<file path="config.mk">
export PLATFORM = sky130hd
export DESIGN_NAME = apd_core
export DESIGN_NICKNAME = d
export VERILOG_FILES = /design/src/core/apd_pkg.sv /design/src/core/apd_core.sv
export SDC_FILE = /design/constraint.sdc
export NUM_CORES = 2
export LEC_CHECK = 0
export BUFFER_PORTS_ARGS = -buffer_cell sky130_fd_sc_hd__buf_2
export CAP_MARGIN = 20
export CORE_ASPECT_RATIO = 0.8
export CORE_UTILIZATION = 51
export DETAILED_ROUTE_END_ITERATION = 8
export HOLD_SLACK_MARGIN = 0.08
export PLACE_DENSITY = 0.79
export SLEW_MARGIN = 20
export SYNTH_ARGS = -nofsm -noshare
export SYNTH_HDL_FRONTEND = slang
export SYNTH_SLANG_ARGS = --single-unit
</file>
<file path="constraint.sdc">
create_clock -name clk_sys -period 17.8 [get_ports clk_sys]
set_input_delay 5.34 -clock clk_sys [delete_from_list [all_inputs] [get_ports clk_sys]]
set_output_delay 5.34 -clock clk_sys [all_outputs]
set_load 0.02 [all_outputs]
</file>
<file path="src/core/apd_pkg.sv">
package apd_pkg;
  // register byte offsets
  localparam logic [7:0] OFS_SECTOR_COUNT = 8'h00;
  localparam logic [7:0] OFS_SECTOR_NUMBER = 8'h04;
  localparam logic [7:0] OFS_CYL = 8'h08;
  localparam logic [7:0] OFS_HEAD = 8'h0c;
  localparam logic [7:0] OFS_CMD = 8'h10;
  localparam logic [7:0] OFS_STAT = 8'h14;
  localparam logic [7:0] OFS_DATA = 8'h18;
  localparam logic [7:0] OFS_CTRL = 8'h1c;
  localparam logic [7:0] OFS_PWR = 8'h20;
  // status and control bit positions
  localparam int STAT_BSY = 7;
  localparam int STAT_DRDY = 6;
  localparam int STAT_DRQ = 3;
  localparam int STAT_ERR = 0;
  localparam int CTRL_SRST = 2;
  // opcodes, check power mode results and sector word counts
  localparam logic [6:0] OP_WDMA_HI = 7'h65;
  localparam logic [7:0] OP_RDBUF = 8'he4;
  localparam logic [7:0] OP_WRBUF = 8'he8;
  localparam logic [7:0] CHK_IDLE = 8'hff;
  localparam logic [7:0] CHK_STBY = 8'h00;
  localparam logic [7:0] WORD_LAST = 8'hff;
  localparam int SECT_WORDS = 256;
  // timing
  localparam int unsigned CLK_HZ = 25_000_000;
  localparam int unsigned TICK_S = 1;
  localparam logic [11:0] STBY_UNIT_S = 12'h005;
  localparam int unsigned STBY_DEF_MIN = 45;
  localparam int unsigned SEC_PER_MIN = 60;
  localparam logic [11:0] STBY_DEF_S = 12'(STBY_DEF_MIN * SEC_PER_MIN);

  typedef enum logic [2:0] {
    ST_READY = 3'b000, ST_SPIN = 3'b001, ST_DMA = 3'b010,
    ST_SECT = 3'b011, ST_BUFPREP = 3'b100, ST_PIO = 3'b101
  } apd_state_t;
  typedef enum logic [1:0] {
    PM_IDLE = 2'b00, PM_STBY = 2'b01, PM_SLEEP = 2'b10
  } apd_pmode_t;
  typedef enum logic [2:0] {
    PC_NONE = 3'b000, PC_SBI = 3'b001, PC_IDI = 3'b010, PC_SB = 3'b011,
    PC_ID = 3'b100, PC_CHK = 3'b101, PC_SLP = 3'b110
  } apd_pcmd_t;

  typedef struct packed {
    logic [3:0] head;
    logic [15:0] cyl;
    logic [7:0] sector_number_field;
    logic [7:0] sector_count_field;
  } apd_tf_t;
  typedef struct packed {
    logic ack;
    logic wr;
    logic [15:0] data;
  } apd_dma_t;
endpackage : apd_pkg

</file>
<file path="src/core/apd_core.sv">
// Decided for this implementation: the register offsets and register access over APB.
`timescale 1ns/1ps
// Summary of operation
// - DMA write moves each sector after the device raises its DMA request.
// - DMA write raises one interrupt only, at command completion.
// - busy or data request stays set during the whole DMA phase.
// - normal end leaves address at last sector and count at zero.
// - unrecoverable error ends command with address at failing sector.
// - power opcodes decode into six sub-commands, two opcodes each.
// - three power modes; idle is re-entered after every disk access.
// - auto-standby period is count times five seconds, zero is 45 min.
// - disk access in standby spins up first, then runs.
// - power-up enters idle with 45 minute auto-standby enabled.
// - ready bit stays set and commands accepted in idle and standby.
// - standby immediate interrupts at once; no-op if already standby.
// - idle immediate restarts timer, interrupts after idle entered.
// - standby command enters standby and enables timer from count.
// - idle command enters idle, enables timer; expiry goes standby.
// - access that woke the drive reloads and restarts the timer.
// - check power mode returns zero for standby, all ones for idle.
// - sleep enters at once, interrupts; only reset wakes to standby.
// - read buffer: busy, then request set, interrupt, one sector read.
// - write buffer: request set, host writes one sector of words.
module apd_core import apd_pkg::*; #(
  parameter int unsigned SEC_CYCLES = CLK_HZ * TICK_S
) (
  input wire logic clk_sys,
  input wire logic rst,
  input wire logic psel,
  input wire logic penable,
  input wire logic pwrite,
  input wire logic [7:0] paddr,
  input wire logic [31:0] pwdata,
  output logic [31:0] prdata,
  output logic pready,
  output logic pslverr,
  input wire apd_dma_t dma_in,
  output logic dmarq,
  input wire logic spin_ready,
  input wire logic disk_err,
  output logic spindle_on,
  output logic intrq
);
  localparam int DIVW = $clog2(SEC_CYCLES + 1);

  function automatic apd_pcmd_t pwr_dec(input logic [7:0] op);
    unique case (op)
      8'he0, 8'h94: pwr_dec = PC_SBI;
      8'he1, 8'h95: pwr_dec = PC_IDI;
      8'he2, 8'h96: pwr_dec = PC_SB;
      8'he3, 8'h97: pwr_dec = PC_ID;
      8'he5, 8'h98: pwr_dec = PC_CHK;
      8'he6, 8'h99: pwr_dec = PC_SLP;
      default: pwr_dec = PC_NONE;
    endcase
  endfunction : pwr_dec

  function automatic logic [11:0] stby_secs(input logic [7:0] n);
    stby_secs = (n == 8'h00) ? STBY_DEF_S : 12'(n) * STBY_UNIT_S;
  endfunction : stby_secs

  apd_state_t st_r;
  apd_pmode_t pm_r;
  apd_tf_t tf_r;
  logic [31:0] prdata_r;
  logic pready_r, pslverr_r, dmarq_r, spindle_r, intrq_r;
  logic bsy_r, drq_r, err_r, pend_dma_r, pio_wr_r;
  logic [7:0] wcnt_r;
  logic [15:0] buf_mem [SECT_WORDS];
  logic [11:0] tmr_r, tmr_load_r;
  logic tmr_en_r, sec_tick_r;
  logic [DIVW-1:0] div_r;

  logic acc, wr, rd, cmd_go, go_wdma, go_rdb, go_wrb, drdy;
  logic sect_last, dma_end, spun_up, pwr_done, idle_now, irq_set;
  logic tmr_reload, tmr_expire, srst, pio_acc, dma_beat;
  logic [7:0] op;
  apd_pcmd_t pc;

  assign prdata = prdata_r;
  assign pready = pready_r;
  assign pslverr = pslverr_r;
  assign dmarq = dmarq_r;
  assign spindle_on = spindle_r;
  assign intrq = intrq_r;

  always_comb begin
    acc = psel & penable & pready_r;
    wr = acc & pwrite;
    rd = acc & ~pwrite;
    op = pwdata[7:0];
    drdy = (pm_r != PM_SLEEP);
    // commands refused while busy, mid transfer or asleep
    cmd_go = wr && paddr == OFS_CMD && !bsy_r && !drq_r && drdy;
    go_wdma = cmd_go && op[7:1] == OP_WDMA_HI;
    go_rdb = cmd_go && op == OP_RDBUF;
    go_wrb = cmd_go && op == OP_WRBUF;
    pc = cmd_go ? pwr_dec(op) : PC_NONE;
    srst = wr && paddr == OFS_CTRL && pwdata[CTRL_SRST];
    sect_last = (tf_r.sector_count_field == 8'h01);
    dma_end = (st_r == ST_SECT) && (disk_err || sect_last);
    spun_up = (st_r == ST_SPIN) && spin_ready;
    pwr_done = spun_up && !pend_dma_r;
    idle_now = (pc == PC_IDI || pc == PC_ID) && pm_r == PM_IDLE;
    irq_set = dma_end || pwr_done || idle_now || (st_r == ST_BUFPREP)
      || pc == PC_SBI || pc == PC_SB || pc == PC_CHK || pc == PC_SLP;
    tmr_reload = cmd_go || dma_end || pwr_done;
    tmr_expire = sec_tick_r && pm_r == PM_IDLE && st_r == ST_READY
      && tmr_en_r && tmr_r == 12'h001 && !cmd_go;
    pio_acc = acc && paddr == OFS_DATA && st_r == ST_PIO
      && (pwrite == pio_wr_r);
    dma_beat = (st_r == ST_DMA) && dma_in.ack && dma_in.wr;
  end

  // apb slave: one wait state, reads captured as pready rises
  always_ff @(posedge clk_sys) begin
    if (rst) begin
      pready_r <= 1'b0;
      pslverr_r <= 1'b0;
      prdata_r <= 32'h0000_0000;
    end else begin
      pready_r <= psel & penable & ~pready_r;
      pslverr_r <= 1'b0;
      if (psel & penable & ~pready_r) begin
        prdata_r <= 32'h0000_0000;
        unique case (paddr)
          OFS_SECTOR_COUNT: prdata_r[7:0] <= tf_r.sector_count_field;
          OFS_SECTOR_NUMBER: prdata_r[7:0] <= tf_r.sector_number_field;
          OFS_CYL: prdata_r[15:0] <= tf_r.cyl;
          OFS_HEAD: prdata_r[3:0] <= tf_r.head;
          OFS_STAT: begin
            prdata_r[STAT_BSY] <= bsy_r;
            prdata_r[STAT_DRDY] <= drdy;
            prdata_r[STAT_DRQ] <= drq_r;
            prdata_r[STAT_ERR] <= err_r;
          end
          OFS_DATA: prdata_r[15:0] <= buf_mem[wcnt_r];
          OFS_PWR: prdata_r[15:0] <= {tmr_en_r, 1'b0, pm_r, tmr_r};
          OFS_CMD, OFS_CTRL: prdata_r <= 32'h0000_0000;
          default: pslverr_r <= 1'b1;
        endcase
      end
    end
  end

  // second tick for the auto-standby countdown
  always_ff @(posedge clk_sys) begin
    if (rst) begin
      div_r <= '0;
      sec_tick_r <= 1'b0;
    end else begin
      sec_tick_r <= (div_r == DIVW'(SEC_CYCLES - 1));
      div_r <= (div_r == DIVW'(SEC_CYCLES - 1)) ? '0 : div_r + 1'b1;
    end
  end

  // auto-standby timer in seconds; only counts in idle with no command
  always_ff @(posedge clk_sys) begin
    if (rst) begin
      tmr_en_r <= 1'b1;
      tmr_load_r <= STBY_DEF_S;
      tmr_r <= STBY_DEF_S;
    end else if (pc == PC_SB || pc == PC_ID) begin
      tmr_en_r <= 1'b1;
      tmr_load_r <= stby_secs(tf_r.sector_count_field);
      tmr_r <= stby_secs(tf_r.sector_count_field);
    end else if (tmr_reload) begin
      tmr_r <= tmr_load_r;
    end else if (sec_tick_r && pm_r == PM_IDLE && tmr_en_r
                 && st_r == ST_READY && tmr_r != 12'h000) begin
      tmr_r <= tmr_r - 12'h001;
    end
  end

  // power mode and spindle
  always_ff @(posedge clk_sys) begin
    if (rst) begin
      pm_r <= PM_IDLE;
      spindle_r <= 1'b1;
    end else if (srst && pm_r == PM_SLEEP) begin
      pm_r <= PM_STBY;
      spindle_r <= 1'b0;
    end else if (pc == PC_SLP) begin
      pm_r <= PM_SLEEP;
      spindle_r <= 1'b0;
    end else if (pc == PC_SBI || pc == PC_SB) begin
      // spindle is switched off on the same edge that raises the interrupt
      pm_r <= PM_STBY;
      spindle_r <= 1'b0;
    end else if ((go_wdma || pc == PC_IDI || pc == PC_ID)
                 && pm_r != PM_IDLE) begin
      spindle_r <= 1'b1;
    end else if (spun_up || dma_end) begin
      pm_r <= PM_IDLE;
    end else if (tmr_expire) begin
      pm_r <= PM_STBY;
      spindle_r <= 1'b0;
    end
  end

  // command sequencer and status bits
  always_ff @(posedge clk_sys) begin
    if (rst) begin
      st_r <= ST_READY;
      bsy_r <= 1'b0;
      drq_r <= 1'b0;
      err_r <= 1'b0;
      dmarq_r <= 1'b0;
      pend_dma_r <= 1'b0;
      pio_wr_r <= 1'b0;
      wcnt_r <= 8'h00;
    end else begin
      unique case (st_r)
        ST_READY: begin
          if (cmd_go) begin
            err_r <= 1'b0;
            wcnt_r <= 8'h00;
          end
          if (go_wdma && pm_r != PM_IDLE) begin
            bsy_r <= 1'b1;
            pend_dma_r <= 1'b1;
            st_r <= ST_SPIN;
          end else if (go_wdma) begin
            bsy_r <= 1'b1;
            drq_r <= 1'b1;
            dmarq_r <= 1'b1;
            st_r <= ST_DMA;
          end else if ((pc == PC_IDI || pc == PC_ID) && !idle_now) begin
            bsy_r <= 1'b1;
            pend_dma_r <= 1'b0;
            st_r <= ST_SPIN;
          end else if (go_rdb) begin
            bsy_r <= 1'b1;
            pio_wr_r <= 1'b0;
            st_r <= ST_BUFPREP;
          end else if (go_wrb) begin
            drq_r <= 1'b1;
            pio_wr_r <= 1'b1;
            st_r <= ST_PIO;
          end
        end
        ST_SPIN: begin
          if (spin_ready && pend_dma_r) begin
            drq_r <= 1'b1;
            dmarq_r <= 1'b1;
            st_r <= ST_DMA;
          end else if (spin_ready) begin
            bsy_r <= 1'b0;
            st_r <= ST_READY;
          end
        end
        ST_DMA: begin
          if (dma_beat) begin
            wcnt_r <= wcnt_r + 8'h01;
            if (wcnt_r == WORD_LAST) begin
              dmarq_r <= 1'b0;
              drq_r <= 1'b0; // bsy still high
              st_r <= ST_SECT;
            end
          end
        end
        ST_SECT: begin
          if (dma_end) begin
            bsy_r <= 1'b0;
            err_r <= disk_err;
            st_r <= ST_READY;
          end else begin
            drq_r <= 1'b1;
            dmarq_r <= 1'b1;
            st_r <= ST_DMA;
          end
        end
        ST_BUFPREP: begin
          bsy_r <= 1'b0;
          drq_r <= 1'b1;
          st_r <= ST_PIO;
        end
        ST_PIO: begin
          // the host may stop early; the sector window stays open
          if (pio_acc) begin
            wcnt_r <= wcnt_r + 8'h01;
            if (wcnt_r == WORD_LAST) begin
              drq_r <= 1'b0;
              st_r <= ST_READY;
            end
          end
        end
        default: st_r <= ST_READY;
      endcase
    end
  end

  // one sector of buffer, shared by dma and pio writes
  always_ff @(posedge clk_sys) begin
    if (dma_beat) begin
      buf_mem[wcnt_r] <= dma_in.data;
    end else if (pio_acc && pio_wr_r) begin
      buf_mem[wcnt_r] <= pwdata[15:0];
    end
  end

  // task file: host writes when idle, sequencer updates on progress
  always_ff @(posedge clk_sys) begin
    if (rst) begin
      tf_r <= '0;
    end else if (pc == PC_CHK) begin
      tf_r.sector_count_field <= (pm_r == PM_IDLE) ? CHK_IDLE
        : CHK_STBY;
    end else if (st_r == ST_SECT && !disk_err) begin
      tf_r.sector_count_field <= tf_r.sector_count_field - 8'h01;
      if (!sect_last) begin
        {tf_r.cyl, tf_r.sector_number_field} <=
          {tf_r.cyl, tf_r.sector_number_field} + 24'h00_0001;
      end
    end else if ((go_rdb || go_wrb)) begin
      tf_r.sector_count_field <= 8'h00;
    end else if (wr && !bsy_r && !drq_r) begin
      unique case (paddr)
        OFS_SECTOR_COUNT: tf_r.sector_count_field <= pwdata[7:0];
        OFS_SECTOR_NUMBER: tf_r.sector_number_field <= pwdata[7:0];
        OFS_CYL: tf_r.cyl <= pwdata[15:0];
        OFS_HEAD: tf_r.head <= pwdata[3:0];
        default: tf_r <= tf_r;
      endcase
    end
  end

  // interrupt: set by events, cleared by a status read; set wins
  always_ff @(posedge clk_sys) begin
    if (rst) begin
      intrq_r <= 1'b0;
    end else if (irq_set) begin
      intrq_r <= 1'b1;
    end else if (rd && paddr == OFS_STAT) begin
      intrq_r <= 1'b0;
    end
  end
endmodule : apd_core

</file>
==> impl_metrics.csv <==
group,metric,value,unit
clock_network,cts_resized,0,
timing,final_max_slew_viol_count,0,
outcome,status,"finished clean",
clock_network,cts_tree,"done",
pwr,vdd_ir_drop_max,0.0808,mV
grt,grt_pass1_wl,670000,um
yosys,ys.flop_type,"edfxtp_1",
grt,antenna_found_initial,39,
routing,wl_per_cell,36.5,um
die,die_area,0.326,sq mm
placement,portBuffers,69,
layout,area_growth,11.7,%
clock_network,cts_root_buf,"clkbuf_16",
routing,finalWirelength,483000,um
setup_path,crit_fanout,18,
yosys,synth_edf_count,4096,
layout,fin_util,57.4,%
placement,place_hpwl,281000,um
timing,clock_skew,0.0598,ns
routing,viasPerCell,6.91,
placement,place_inst,12524,
clock_network,cts_made_buffers,374,
clock_network,hold_buffers,0,
layout,layout-drive-gt1-share,23.5,%
timing,final-setup-viol-count,0,
setup_path,endpoint_kind,"register",
yosys,synth_top_area_cell,"edfxtp_1",
setup_path,arrival,10.28,ns
layout,ff_latch_area,0.126,sq mm
yosys,yosysMostFrequentCell,"edfxtp_1",
layout,nNetsFinal,8671,
min_path,min-delay-start,"tmr_load_r[10]",
die,start_util,51.4,%
yosys,async_flop_share,0,%
yosys,yosysSeqAreaShare,76.1,%
routing,ant_nets,0,
yosys,ys.warnings.count,0,
yosys,syn-cell-area,0.165,sq mm
timing,finalHoldViolations,0,
layout,fillerInstances,22111,
yosys,ys_top_cells_by_area,"edfxtp_1 74%, mux4_2 12%, mux2i_1 1.9%, dfxtp_1 1.6%, nor2_1 0.97%",
yosys,synth_common_cells,"4096 x edfxtp_1, 912 x mux4_2, 428 x nor2_1",
pwr,power_density,105,mW/mm^2
yosys,synth_cells,8190,
yosys,yosysTopAreaCellShare,74.4,%
routing,drtPass1Iterations,9,
setup_path,worstRegToRegCells,12,
setup_path,reg2reg_slack,10.74,ns
setup_path,path_class,"in -> reg",
min_path,hold_end,"tmr_load_r[10]",
setup_path,worstReg2RegEnd,"prdata[14]",
setup_path,cp-start-kind,"input pin",
yosys,syn_area_per_cell,20.2,sq um
timing,worst_pin_slew,1.37,ns
grt,grt_max_degree,174,
timing,timing.final.crit_share,54.1,%
min_path,min_path_type,"reg -> reg",
placement,routabilityCongestion,0.952,
timing,grt_setup_unrepaired,"false",
timing,finalCriticalPeriod,9.64,ns
die,die_x,638,um
clock_network,cts_sinks,4229,
die,die_height,511,um
yosys,synth_cell_types,92,
timing,maxSlewHeadroom,8.78,%
die,core,0.322,sq mm
grt,grtUsageTotal,29.0,%
grt,grt_overflow,0,
clock_network,cts.htree.levels,5,
clock_network,clkSlewWorstSetupHoldPaths,0.07,ns
yosys,synth_seq_cells,4229,
routing,drcViolationCount,0,
clock_network,post_cts_buffers,0,
min_path,holdPathStages,2,
grt,first_global_vias,88532,
routing,vias,91530,
setup_path,cp.required,18.44,ns
die,rows,186,
timing,max_freq,104,MHz
timing,tns,0,ns
flow_run,max_cap_viol_count,0,
pwr,p_leak,56.1,nW
layout,finalNonFillerCells,13237,
layout,multi_input_area,0.0374,sq mm
timing,hold_ws,0.462,ns
die,pin_count,102,
routing,drtIter0Drc,17598,
clock_network,insertion_delay,0.95,ns
clock_network,cts_max_path_buffers,4,
==> how the worst max path moves through the flow <==
stage                  start          endpoint  slack [ns]
floorplan           paddr[5]     buf_mem[0][1]        3.59
global placement    paddr[5]   buf_mem[248][3]        7.42
detailed placement  paddr[5]  buf_mem[248][13]        7.26
CTS                 paddr[5]  buf_mem[248][12]        8.19
global route        paddr[5]   buf_mem[65][14]        8.08
finish              paddr[5]    buf_mem[65][1]        8.16
==> critical path, cell delays in order <==
cell,delay [ns]
buf_2,0.15
nor4b_4,0.45
and3_1,0.23
buf_4,0.38
nand4_4,0.58
and2_1,0.56
nor3_2,0.27
nand2_1,0.55
buf_4,0.52
nor2_1,0.84
buf_4,0.35
==> state kept, by name (all words and copies together) (netlist names), 2 cells and up, named ones only <==
name / cells
buf_mem: 4096
div_r: 25
pm_r: 2
prdata: 16
st_r: 3
tf_r: 36
tmr_load_r: 12
tmr_r: 12
wcnt_r: 8
==> power by group <==
part / internal, mW / switching (mW) / total [mW]
clock network: 4.50 / 3.66 / 8.16
registers: 10.9 / 0.00716 / 10.9
logic: 0.0313 / 0.214 / 0.245
==> per-layer routing <==
layer	routed length [um]	GRT usage, %	vias to the layer above
li1	-	-	34755
met1	161000	39.0	46520
met2	206000	40.9	8721
met3	86700	12.2	1504
met4	28500	14.2	30
met5	272	0.762	-
==> placed cells by master (no fill, tap or decap), types with 69 or more instances in the layout <==
master,Yosys,routed
buf_2,124,69
dfxtp_1,133,127
clkinv_1,1,82
nand3_1,97,97
nor2_1,428,404
mux4_2,912,912
o21ai_0,101,98
o22ai_1,79,79
a21oi_1,178,177
a22oi_1,209,209
nand2_1,302,300
mux2i_1,312,311
clkbuf_16,0,380
edfxtp_1,4096,4096
buf_4,101,409
==> metrics by stage <==
step	total power, mW	area (sq um)	setup WS (ns)
6_report	19.3	185000	8.16
3_3_place_gp	11.3	172000	7.42
2_1_floorplan	11.3	165000	3.59
4_1_cts	19.3	184000	8.19
5_1_grt	19.7	184000	8.08
3_5_place_dp	11.4	172000	7.26
==> cell families after synthesis <==
family          share of synthesized area, %
compound gates                          3.98
xor+xnor                               0.249
fa+ha+maj                              0.179
buf+inv                                 1.64
flops                                   76.1
mux                                     14.7
other cells                          0.00227
simple gates                            3.23
==> cell type report <==
class | count | area share [%]
tap | 4324 | 2.93
clock inverter | 226 | 1.19
timing repair buffer | 500 | 2.08
antenna | 32 | 0.0434
inverter | 26 | 0.0570
clock buffer | 448 | 5.30
multi-input combinational | 3452 | 20.3
sequential | 4229 | 68.1
(Power assumes the default switching activity.)
